$ cat src/sar_ctrl_regs.svh
// Constants for the converter control block
`ifndef SAR_CTRL_REGS_SVH
`define SAR_CTRL_REGS_SVH
`define SAR_RESULT_W        16
`define SAR_ERR_BIT         11
`define SAR_HI_LSB          12
`define SAR_CONV_NS         1600
`define SAR_CLK_NS          40
`define SAR_CONV_CYC        ((`SAR_CONV_NS + `SAR_CLK_NS - 1) / `SAR_CLK_NS)
`define SAR_ACQ_NS          400
`define SAR_ACQ_CYC         ((`SAR_ACQ_NS + `SAR_CLK_NS - 1) / `SAR_CLK_NS)
`define SAR_CNT_W           8
`define SAR_RESULT_RST      16'h0000
`endif

$ cat src/sar_ctrl_pkg.sv
// Types shared by the converter control block
package sar_ctrl_pkg;
	// Sequencer states
	typedef enum logic [1:0] {
		ST_ACQ  = 2'b00,
		ST_CONV = 2'b01,
		ST_DOWN = 2'b10
	} seq_state_t;
	// Mode pins taken together
	typedef struct packed {
		logic fast;
		logic low_power;
		logic power_down;
		logic serial;
		logic ext_clock;
	} mode_t;
endpackage : sar_ctrl_pkg

$ cat src/sar_start_detect.sv
// Falling edge detector for the start input
`timescale 1ns/1ps
module sar_start_detect (
	// Clock and reset
	input  wire logic clock_i,
	input  wire logic rstn_i,
	// Start level in, edge out
	input  wire logic convert_start_n_i,
	output logic      fall_o
);
	logic prev_reg; // Last sampled level, idles high

	// Remember previous level
	always_ff @(posedge clock_i or negedge rstn_i)
	begin
		if (!rstn_i)
			prev_reg <= 1'b1;
		else
			prev_reg <= convert_start_n_i;
	end

	// Pulse on high to low step
	assign fall_o = prev_reg & ~convert_start_n_i;
endmodule : sar_start_detect

$ cat src/sar_adc_conversion_control.sv
// Conversion sequencer and output pin control of the converter
// Functional notes
// Parallel mode: shared pin is result bit 11
// Unfinished slave read at completion: flag pulses
// Result bits 12 to 15 always outputs; code enables them only with data_oe_n_o (read and select low)
// Busy high from start until result latched
// Host may use busy fall as ready
// Drivers enabled only when read and select low
// Reset input high aborts conversion
// Power down: finish current, then refuse starts
// Start falling edge holds and converts
// Low power mode: held-low start restarts after acquire; code restarts only while fast is low
// Clock source select decides serial clock direction
// Reset returns to acquire, busy and flag low
`timescale 1ns/1ps
`include "sar_ctrl_regs.svh"
module sar_adc_conversion_control #(
	parameter int CONV_CYC = `SAR_CONV_CYC,
	parameter int ACQ_CYC  = `SAR_ACQ_CYC
) (
	// Clock and reset
	input  wire logic                        clock_i,
	input  wire logic                        rstn_i,
	input  wire logic                        reset_i,
	// Control pins
	input  wire logic                        convert_start_n_i,
	input  wire logic                        read_n_i,
	input  wire logic                        chip_select_n_i,
	input  wire sar_ctrl_pkg::mode_t         mode_i,
	// Core result and serial read progress
	input  wire logic [`SAR_RESULT_W-1:0]    core_result_i,
	input  wire logic                        read_started_i,
	input  wire logic                        read_done_i,
	// Pins out
	output logic [`SAR_RESULT_W-1:0]         data_o,
	output logic                             data_oe_n_o,
	output logic                             high_bits_oe_n_o,
	output logic                             busy_o,
	output logic                             hold_o,
	output logic                             low_power_o,
	output logic                             serial_clock_oe_n_o
);
	sar_ctrl_pkg::seq_state_t state_reg;      // Sequencer state
	logic [`SAR_CNT_W-1:0]    count_reg;      // Phase timer
	logic [`SAR_RESULT_W-1:0] result_reg;     // Latched shift register
	logic                     read_open_reg;  // Serial read under way
	logic                     rderr_reg;      // Incomplete read pulse
	logic                     start_fall;     // Start edge
	logic                     clr;            // Synchronous reset level
	logic                     conv_end;       // Last conversion cycle
	logic                     acq_end;        // Acquisition timer done
	logic                     start_ok;       // Start accepted
	logic                     slave_mode;     // Serial external clock
	logic [`SAR_CNT_W-1:0]    busy_len_reg;   // Busy cycles so far, for checks

	// Timer compare helper
	function automatic logic at_count(input logic [`SAR_CNT_W-1:0] c, input int n);
		at_count = (c == n[`SAR_CNT_W-1:0]);
	endfunction : at_count

	// Falling edge of the start pin
	sar_start_detect sar_start_detect_inst (
		.clock_i           (clock_i),
		.rstn_i            (rstn_i),
		.convert_start_n_i (convert_start_n_i),
		.fall_o            (start_fall)
	);

	////////////////////////////////////////////////////////////////////////
	assign clr        = reset_i;
	assign slave_mode = mode_i.serial & mode_i.ext_clock;
	assign conv_end   = (state_reg == sar_ctrl_pkg::ST_CONV) && at_count(count_reg, CONV_CYC - 1);
	assign acq_end    = at_count(count_reg, ACQ_CYC);
	// Edge, or low-power restart when start still held low
	assign start_ok   = (state_reg == sar_ctrl_pkg::ST_ACQ) && !mode_i.power_down && acq_end
		&& (start_fall
		|| (mode_i.low_power && !mode_i.fast && !convert_start_n_i));

	// Sequencer state
	always_ff @(posedge clock_i or negedge rstn_i)
	begin
		if (!rstn_i)
			state_reg <= sar_ctrl_pkg::ST_ACQ;
		else if (clr)
			state_reg <= sar_ctrl_pkg::ST_ACQ;
		else
		begin
			case (state_reg)
				sar_ctrl_pkg::ST_ACQ:
				begin
					if (mode_i.power_down)
						state_reg <= sar_ctrl_pkg::ST_DOWN;
					else if (start_ok)
						state_reg <= sar_ctrl_pkg::ST_CONV;
				end
				sar_ctrl_pkg::ST_CONV:
				begin
					// Current conversion finishes even in power down
					if (conv_end)
						state_reg <= mode_i.power_down ? sar_ctrl_pkg::ST_DOWN
							: sar_ctrl_pkg::ST_ACQ;
				end
				sar_ctrl_pkg::ST_DOWN:
				begin
					if (!mode_i.power_down)
						state_reg <= sar_ctrl_pkg::ST_ACQ;
				end
				default:
					state_reg <= sar_ctrl_pkg::ST_ACQ;
			endcase
		end
	end

	// Phase timer: counts conversion, then acquisition up to its end
	always_ff @(posedge clock_i or negedge rstn_i)
	begin
		if (!rstn_i)
			count_reg <= '0;
		else if (clr || start_ok || conv_end)
			count_reg <= '0;
		else if (state_reg == sar_ctrl_pkg::ST_CONV)
			count_reg <= count_reg + 1'b1;
		else if (state_reg == sar_ctrl_pkg::ST_ACQ && !acq_end)
			count_reg <= count_reg + 1'b1;
	end

	////////////////////////////////////////////////////////////////////////
	// Result latch at end of conversion
	always_ff @(posedge clock_i or negedge rstn_i)
	begin
		if (!rstn_i)
			result_reg <= `SAR_RESULT_RST;
		else if (clr)
			result_reg <= `SAR_RESULT_RST;
		else if (conv_end)
			result_reg <= core_result_i;
	end

	// Serial read tracking; a new start of read beats a completion
	always_ff @(posedge clock_i or negedge rstn_i)
	begin
		if (!rstn_i)
			read_open_reg <= 1'b0;
		else if (clr)
			read_open_reg <= 1'b0;
		else if (read_started_i)
			read_open_reg <= 1'b1;
		else if (read_done_i || conv_end)
			read_open_reg <= 1'b0;
	end

	// Incomplete read flag, one cycle pulse
	always_ff @(posedge clock_i or negedge rstn_i)
	begin
		if (!rstn_i)
			rderr_reg <= 1'b0;
		else if (clr)
			rderr_reg <= 1'b0;
		else
			rderr_reg <= slave_mode && conv_end && read_open_reg && !read_done_i;
	end

	////////////////////////////////////////////////////////////////////////
	// Output pins
	assign busy_o    = (state_reg == sar_ctrl_pkg::ST_CONV);
	assign hold_o    = busy_o;
	assign low_power_o = (state_reg == sar_ctrl_pkg::ST_DOWN);
	assign data_oe_n_o = read_n_i | chip_select_n_i;
	assign high_bits_oe_n_o = data_oe_n_o;
	// Serial clock driven only in master serial mode
	assign serial_clock_oe_n_o = !(mode_i.serial && !mode_i.ext_clock);

	// Shared bit 11 carries the flag only in serial slave mode
	always_comb
	begin
		data_o = result_reg;
		if (slave_mode)
			data_o[`SAR_ERR_BIT] = rderr_reg;
	end

	////////////////////////////////////////////////////////////////////////
	// Busy length counter, feeds only the busy length check
	always_ff @(posedge clock_i or negedge rstn_i)
	begin
		if (!rstn_i)
			busy_len_reg <= '0;
		else if (busy_o)
			busy_len_reg <= busy_len_reg + 1'b1;
		else
			busy_len_reg <= '0;
	end

	// Start, busy, latch, abort, enable, flag and mode checks; the start, busy and latch checks leave out an aborted conversion
	busy_start_a: assert property (@(posedge clock_i) disable iff (!rstn_i || reset_i)
		start_fall && state_reg == sar_ctrl_pkg::ST_ACQ && acq_end && !mode_i.power_down
		|=> busy_o)
		else $error("busy not raised after start");
	busy_len_a: assert property (@(posedge clock_i) disable iff (!rstn_i || reset_i)
		$fell(busy_o) && !$past(reset_i) |-> at_count(busy_len_reg, CONV_CYC))
		else $error("busy length differs from conversion time");
	latch_a: assert property (@(posedge clock_i) disable iff (!rstn_i || reset_i)
		$fell(busy_o) && !$past(reset_i) |-> result_reg == $past(core_result_i))
		else $error("result not latched at busy fall");
	abort_a: assert property (@(posedge clock_i) disable iff (!rstn_i)
		reset_i |=> !busy_o && !rderr_reg)
		else $error("reset did not abort");
	oe_or_a: assert property (@(posedge clock_i) disable iff (!rstn_i)
		!data_oe_n_o |-> !read_n_i && !chip_select_n_i)
		else $error("drivers enabled without read and select");
	bit11_a: assert property (@(posedge clock_i) disable iff (!rstn_i)
		!mode_i.serial |-> data_o[`SAR_ERR_BIT] == result_reg[`SAR_ERR_BIT])
		else $error("bit 11 wrong in parallel mode");
	rderr_pulse_a: assert property (@(posedge clock_i) disable iff (!rstn_i)
		rderr_reg |=> !rderr_reg)
		else $error("error flag longer than one cycle");
	down_block_a: assert property (@(posedge clock_i) disable iff (!rstn_i || reset_i)
		mode_i.power_down && !busy_o |=> !busy_o)
		else $error("start accepted in power down");
	high_bits_a: assert property (@(posedge clock_i) disable iff (!rstn_i)
		high_bits_oe_n_o == data_oe_n_o)
		else $error("high bits enable mismatch");
	sclk_dir_a: assert property (@(posedge clock_i) disable iff (!rstn_i)
		mode_i.ext_clock |-> serial_clock_oe_n_o)
		else $error("serial clock driven in slave mode");

	conv_c: cover property (@(posedge clock_i) disable iff (!rstn_i) $fell(busy_o));
	err_c: cover property (@(posedge clock_i) disable iff (!rstn_i) rderr_reg);
	down_c: cover property (@(posedge clock_i) disable iff (!rstn_i) low_power_o);
	auto_c: cover property (@(posedge clock_i) disable iff (!rstn_i)
		start_ok && !start_fall);
endmodule : sar_adc_conversion_control

$ cat config.mk
export PLATFORM = sky130hd
export DESIGN_NAME = sar_adc_conversion_control
export DESIGN_NICKNAME = d
export VERILOG_FILES = /design/src/sar_ctrl_pkg.sv /design/src/sar_start_detect.sv /design/src/sar_adc_conversion_control.sv
export VERILOG_INCLUDE_DIRS = /design/src /design/src/src
export SDC_FILE = /design/constraint.sdc
export NUM_CORES = 1
export LEC_CHECK = 0
export BUFFER_PORTS_ARGS = -buffer_cell sky130_fd_sc_hd__buf_2
export CAP_MARGIN = 20
export CORE_ASPECT_RATIO = 0.9
export CORE_MARGIN = 1
export CORE_UTILIZATION = 34
export DETAILED_ROUTE_END_ITERATION = 12
export HOLD_SLACK_MARGIN = 0.02
export PLACE_DENSITY_LB_ADDON = 0.12
export SETUP_SLACK_MARGIN = 0.02
export SYNTH_ARGS = -nofsm -noshare
export SYNTH_HDL_FRONTEND = slang
export SYNTH_SLANG_ARGS = --single-unit
$ cat constraint.sdc
create_clock -name clock_i -period 1.8 [get_ports clock_i]
set_input_delay 0.27 -clock clock_i [delete_from_list [all_inputs] [get_ports clock_i]]
set_output_delay 0.27 -clock clock_i [all_outputs]
set_load 0.01 [all_outputs]
======== Word-level counts from Yosys, hierarchy flattened ========
Index checks and enable logic that the tools add are counted.
storage, ports and cells
  bits in registers ....................... 29
  latch bits .............................. 0
  memory bits (writable) .................. 0
  memory bits (read-only) ................. 0
  input port bits ......................... 29
  output and inout bits ................... 22
  logic and storage cells ................. 62
  memories kept ........................... 0
operators by class
  $add $sub $neg .......................... 1
  multiply operators ...................... 0
  divide/modulo/power cells ............... 0
  order comparisons ....................... 0
  eq/ne operators ......................... 7
  shifts and indexed selects .............. 0
  multiplexer cells ....................... 17
  bitwise operators ....................... 4
  reduce and logical (&&, ||, !) cells .... 27
operators by type and width
  operator               number
  $mux W16               2
  $mux W8                3
  $mux W2                6
  $logic_and A1 B1 Y1    11
  $add A8 B1 Y8 const B  1
  $eq A8 B4 Y1 const B   1
  $eq A8 B6 Y1 const B   1
  $logic_not A1 Y1       7
  $pmux W2 S3            1
  $reduce_bool A3 Y1     2
  $mux W1                5
  $logic_or A1 B1 Y1     4
  $ne A4 B4 Y1 const B   1
  $ne A3 B2 Y1 const B   1
  $ne A3 B3 Y1 const B   1
  $reduce_and A3 Y1      1
  $and A1 B1 Y1          2
  $eq A2 B1 Y1 const B   1
  $eq A2 B2 Y1 const B   1
  $logic_not A2 Y1       1
  $reduce_bool A2 Y1     1
  $not A1 Y1             1
  $or A1 B1 Y1           1

======== Longest topological paths before layout ========
  word-level depth ........................ 9
  mapped depth ............................ 8
  mapped depth without buffers ............ 7

======== Cells and area by module ========
Synthesis repeated with hierarchy kept, for this count alone.
second synthesis, totals
  cells, all modules ...................... 140
  area total of the unflattened synthesis .. 1,511.4 µm²
by module, submodules not included
  module                      times used  cells an instance  area each (µm²)  sequential area each (µm²)
  sar_adc_conversion_control  1           138                1,471.4          700.7
  sar_start_detect            1           2                  40.0             26.3

======== Worst setup path after synthesis ========
No wires, ideal clock.
  path type ............................... register -> register
  from .................................... register count_reg[0]
  to ...................................... register count_reg[4]
  setup time .............................. 79 ps
  arrival time ............................ 1,688 ps
  required time ........................... 1,721 ps
  path slack .............................. 33 ps
  stages on the path, launching flop included .. 9
  path buffers ............................ 1
  period minus slack after synthesis ...... 1,767 ps
  cell sequence ........................... dfrtp_1 > inv_1 > ha_1 > nor4bb_1 > a21o_1 > and3_1 > buf_6 > or3_1 > a21oi_1
on the way
  word-level cells in the longest chain between the ends .. 6
  elaborated cells on any way between the ends .. 14
  those cells by class .................... add/sub (1); eq/ne (2); mux (3); reduce/logical (8)
ends and longest elaborated chain
  element                                                                line                               source
  start: declaration                                                     sar_adc_conversion_control.sv:44   logic [`SAR_CNT_W-1:0] count_reg;
  start signal: assignment                                               sar_adc_conversion_control.sv:122  count_reg <= count_reg + 1'b1;
  start signal: assignment                                               sar_adc_conversion_control.sv:124  count_reg <= count_reg + 1'b1;
  parallel branches: the longest is 6 deep, another holds $add A8 B1 Y8  -
Several ways; the timed one is not identified. The select of a mux whose other input is x is not followed.
A chain may end at the register's enable or synchronous reset.

======== Worst setup path after layout ========
  from .................................... register count_reg[1]
  to ...................................... register count_reg[3]
Same word-level chain as after synthesis.

==> metrics.cfg <==
[status]
status = finished with violations
violations = design-rule violations

[synthesis]
avgSynthCellArea_sq_um = 8.96
netlist_area_sq_um = 1470
yosysSeqAreaShare_pct = 49.4
ys_ff_latch = 29
syn_inst = 164
yosys_warnings = 0
synth.distinct_cells = 34
synth.net_count = 195

[routing]
drc_errors = 5
drt-total-wl_um = 3350
drtAntennaViolNets = 0
first_pass_iters = 8
vias_per_cell = 4.94
vias = 1269
detail_route.wl_per_cell_um = 13.0
drt_iter0_drc = 57

[pwr]
p_sw_w = 0.000314
netSwitchingFraction_pct = 24.0
p_comb_share_pct = 10.1
leakage_nw = 0.895
seq_power_share_pct = 51.6
ir_drop_v = 0.000341
power_density_nw_per_um2 = 702
clkPwrFrac_pct = 38.3
power.internal_w = 0.000994

[global_route]
met3_usage_pct = 5.05
grt_pass1_wl_um = 5330
grt_busiest_layer = met2
met2_usage_pct = 22.9
antenna_found_initial = 0
grt_pass1_vias = 1195
grt_overflow_total = 0
track_usage_pct = 15.1
grt_start_max_net_pins = 30
use_met1_pct = 20.1

[setup_path]
worst_setup_path_start_kind = register
critical_path_class = reg -> reg
critPathMaxFanout = 5
crit_arrival_ns = 1.94
required_ns = 2.00
end_kind = register

[die]
start_util_pct = 35.8
fp.dieH_um = 64.4
rows = 22
core-area_sq_um = 4100
dieArea_sq_um = 4590
io_pins = 51
die_w_um = 71.3

[placement]
io_buffer_count = 50
gp_congestion = 0.794
dpl.hpwl_um = 2280
postPlaceCellArea_sq_um = 1680
dpl_worst_slack_ns = -0.00503

[clocking]
root_buffer = clkbuf_8
tritoncts = yes
path_clk_slew_ns = 0.06
clk_latency_ns = 0.28
cts_hold_buf = 0
htree_levels = 2
clockBufferDepth = 2
clock_sinks = 29
cts_buffers = 5

[layout]
antenna_cells = 0
final_util_pct = 45.5
final_area_sq_um = 1860
regArea_sq_um = 727
nFillCells = 413
multiInputGateArea_sq_um = 654
largest_reg_flops = 16
area_growth_pct = 26.8
final_nets = 239
drive_above_1_share_pct = 42.1

[timing]
maxSlewHeadroom_pct = 56.3
tightest_slew_ns = 0.655
setup_viol = 0
hold_viol = 0
period_share_pct = 96.5
rsz0062_at_grt = true
clock.fmax_mhz = 576
skew_ns = 0.00532
setup_ws_ns = 0.0632
finalCriticalPeriod_ns = 1.74
maxSlewViolCount = 0

[hold_path]
hold_class = in -> async

[flow_run]
maxCapViolCount = 0

-- metrics by stage --
step	TNS, ns	total power [W]	cells	hold WS [ns]
2_1_floorplan	0	0.000731	164	-0.0256
3_3_place_gp	0	0.000799	247	0.339
3_5_place_dp	-0.00503	0.000802	247	0.344
4_1_cts	0	0.00131	255	0.0443
5_1_grt	-0.0254	0.00138	257	0.0688
6_report	0	0.00131	257	0.0216
-- final timing paths --
kind                            slack (ns)                             end         startpoint  depth (start not counted)
worst max-delay path                  0.06                    count_reg[3]       count_reg[1]                          6
min in group clock_i                  0.11  sar_start_detect_inst.prev_reg  convert_start_n_i                          1
worst min register to register        0.52                   result_reg[4]      result_reg[4]                          2
worst min-delay path                  0.02                  result_reg[11]             rstn_i                          1
max in group asynchronous             1.35                    count_reg[1]             rstn_i                          1
worst max register to register        0.06                    count_reg[3]       count_reg[1]                          6
-- cell families after synthesis --
family                   Yosys count  synth area share [%]
flip-flops                        29                  49.4
AO/OA/AOI/OAI                     35                  13.2
buffers and inverters             28                  12.2
XOR/XNOR                           1                 0.596
adder cells (fa/ha/maj)            2                  1.70
AND/OR/NAND/NOR                   68                  22.1
multiplexers                       1                 0.766
-- area by class of cell --
class / count / share of cell area [%]
Sequential cell: 29 / 39.0
Multi-Input combinational cell: 108 / 35.1
Timing Repair Buffer: 60 / 17.4
Clock buffer: 6 / 3.89
Tap cell: 48 / 3.22
Inverter: 4 / 0.805
Clock inverter: 2 / 0.537
-- layout by cell type, fill, tap and decap left out, drive strengths merged, types with 3 or more instances in the layout --
master  netlist  final
dfrtp        28     28
nor2          6      6
nor3          3      3
and3          2      3
a21oi        22     22
or3           4      4
a31oi         3      3
nand3         4      4
inv           4      4
nand2        37     37
buf          20     60
o21ai         5      5
clkbuf        4      6
-- power groups by stage --
stage / logic (W) / clock network [W] / registers [W]
floorplan: 0.0000466 / 0 / 0.000685
global placement: 0.000115 / 0 / 0.000684
detailed placement: 0.000118 / 0 / 0.000684
CTS: 0.000118 / 0.000521 / 0.000672
global route: 0.000148 / 0.000557 / 0.000676
finish: 0.000132 / 0.000502 / 0.000675
-- worst max-delay path, cell delays in order, from the launching register on --
cell and delay (ns):
dfrtp_1 0.39, ha_2 0.17, nor4bb_4 0.15, a21o_1 0.24
and3_4 0.21, or3_4 0.37, a21oi_2 0.14
-- what timing repair did --
action / 4_1_cts / 5_1_grt
buffers inserted: 0 / 1
pin swaps: 0 / 8
resized for setup: 1 / 18
cloned: 0 / 1
endpoints found under the setup margin: 3 / 12
-- routing by layer --
metal  wire length (um)  vias to the layer above
met5                  0                        -
met4                 29                        0
met3                187                        4
met2               1550                       41
met1               1580                      599
li1                   -                      625
-- synth_stat cells --
| cell type | count | area [sq um] |
|---|---|---|
| a2111oi_0 | 1 | 8.76 |
| a21o_1 | 2 | 15.0 |
| a21oi_1 | 22 | 110 |
| a31o_1 | 1 | 8.76 |
| a31oi_1 | 3 | 18.8 |
| and2b_4 | 1 | 10.0 |
| and3_1 | 2 | 12.5 |
| and4_1 | 1 | 8.76 |
| and4b_1 | 1 | 10.0 |
| buf_2 | 2 | 10.0 |
| buf_4 | 17 | 128 |
| buf_6 | 1 | 11.3 |
| clkbuf_1 | 4 | 15.0 |
| dfrtp_1 | 28 | 701 |
| dfstp_2 | 1 | 26.3 |
| ha_1 | 2 | 25.0 |
| inv_1 | 4 | 15.0 |
| mux2_2 | 1 | 11.3 |
| nand2_1 | 37 | 139 |
| nand2b_1 | 1 | 6.26 |
| nand3_1 | 4 | 20.0 |
| nand4b_1 | 1 | 8.76 |
| nor2_1 | 6 | 22.5 |
| nor2b_1 | 2 | 12.5 |
| nor3_1 | 3 | 15.0 |
| nor4_1 | 2 | 12.5 |
| nor4bb_1 | 1 | 10.0 |
| o211ai_1 | 1 | 7.51 |
| o21ai_0 | 4 | 20.0 |
| o21ai_1 | 1 | 5.00 |
| or2_0 | 1 | 6.26 |
| or2_2 | 1 | 6.26 |
| or3_1 | 4 | 25.0 |
| xnor2_1 | 1 | 8.76 |
(Power assumes the default switching activity.)
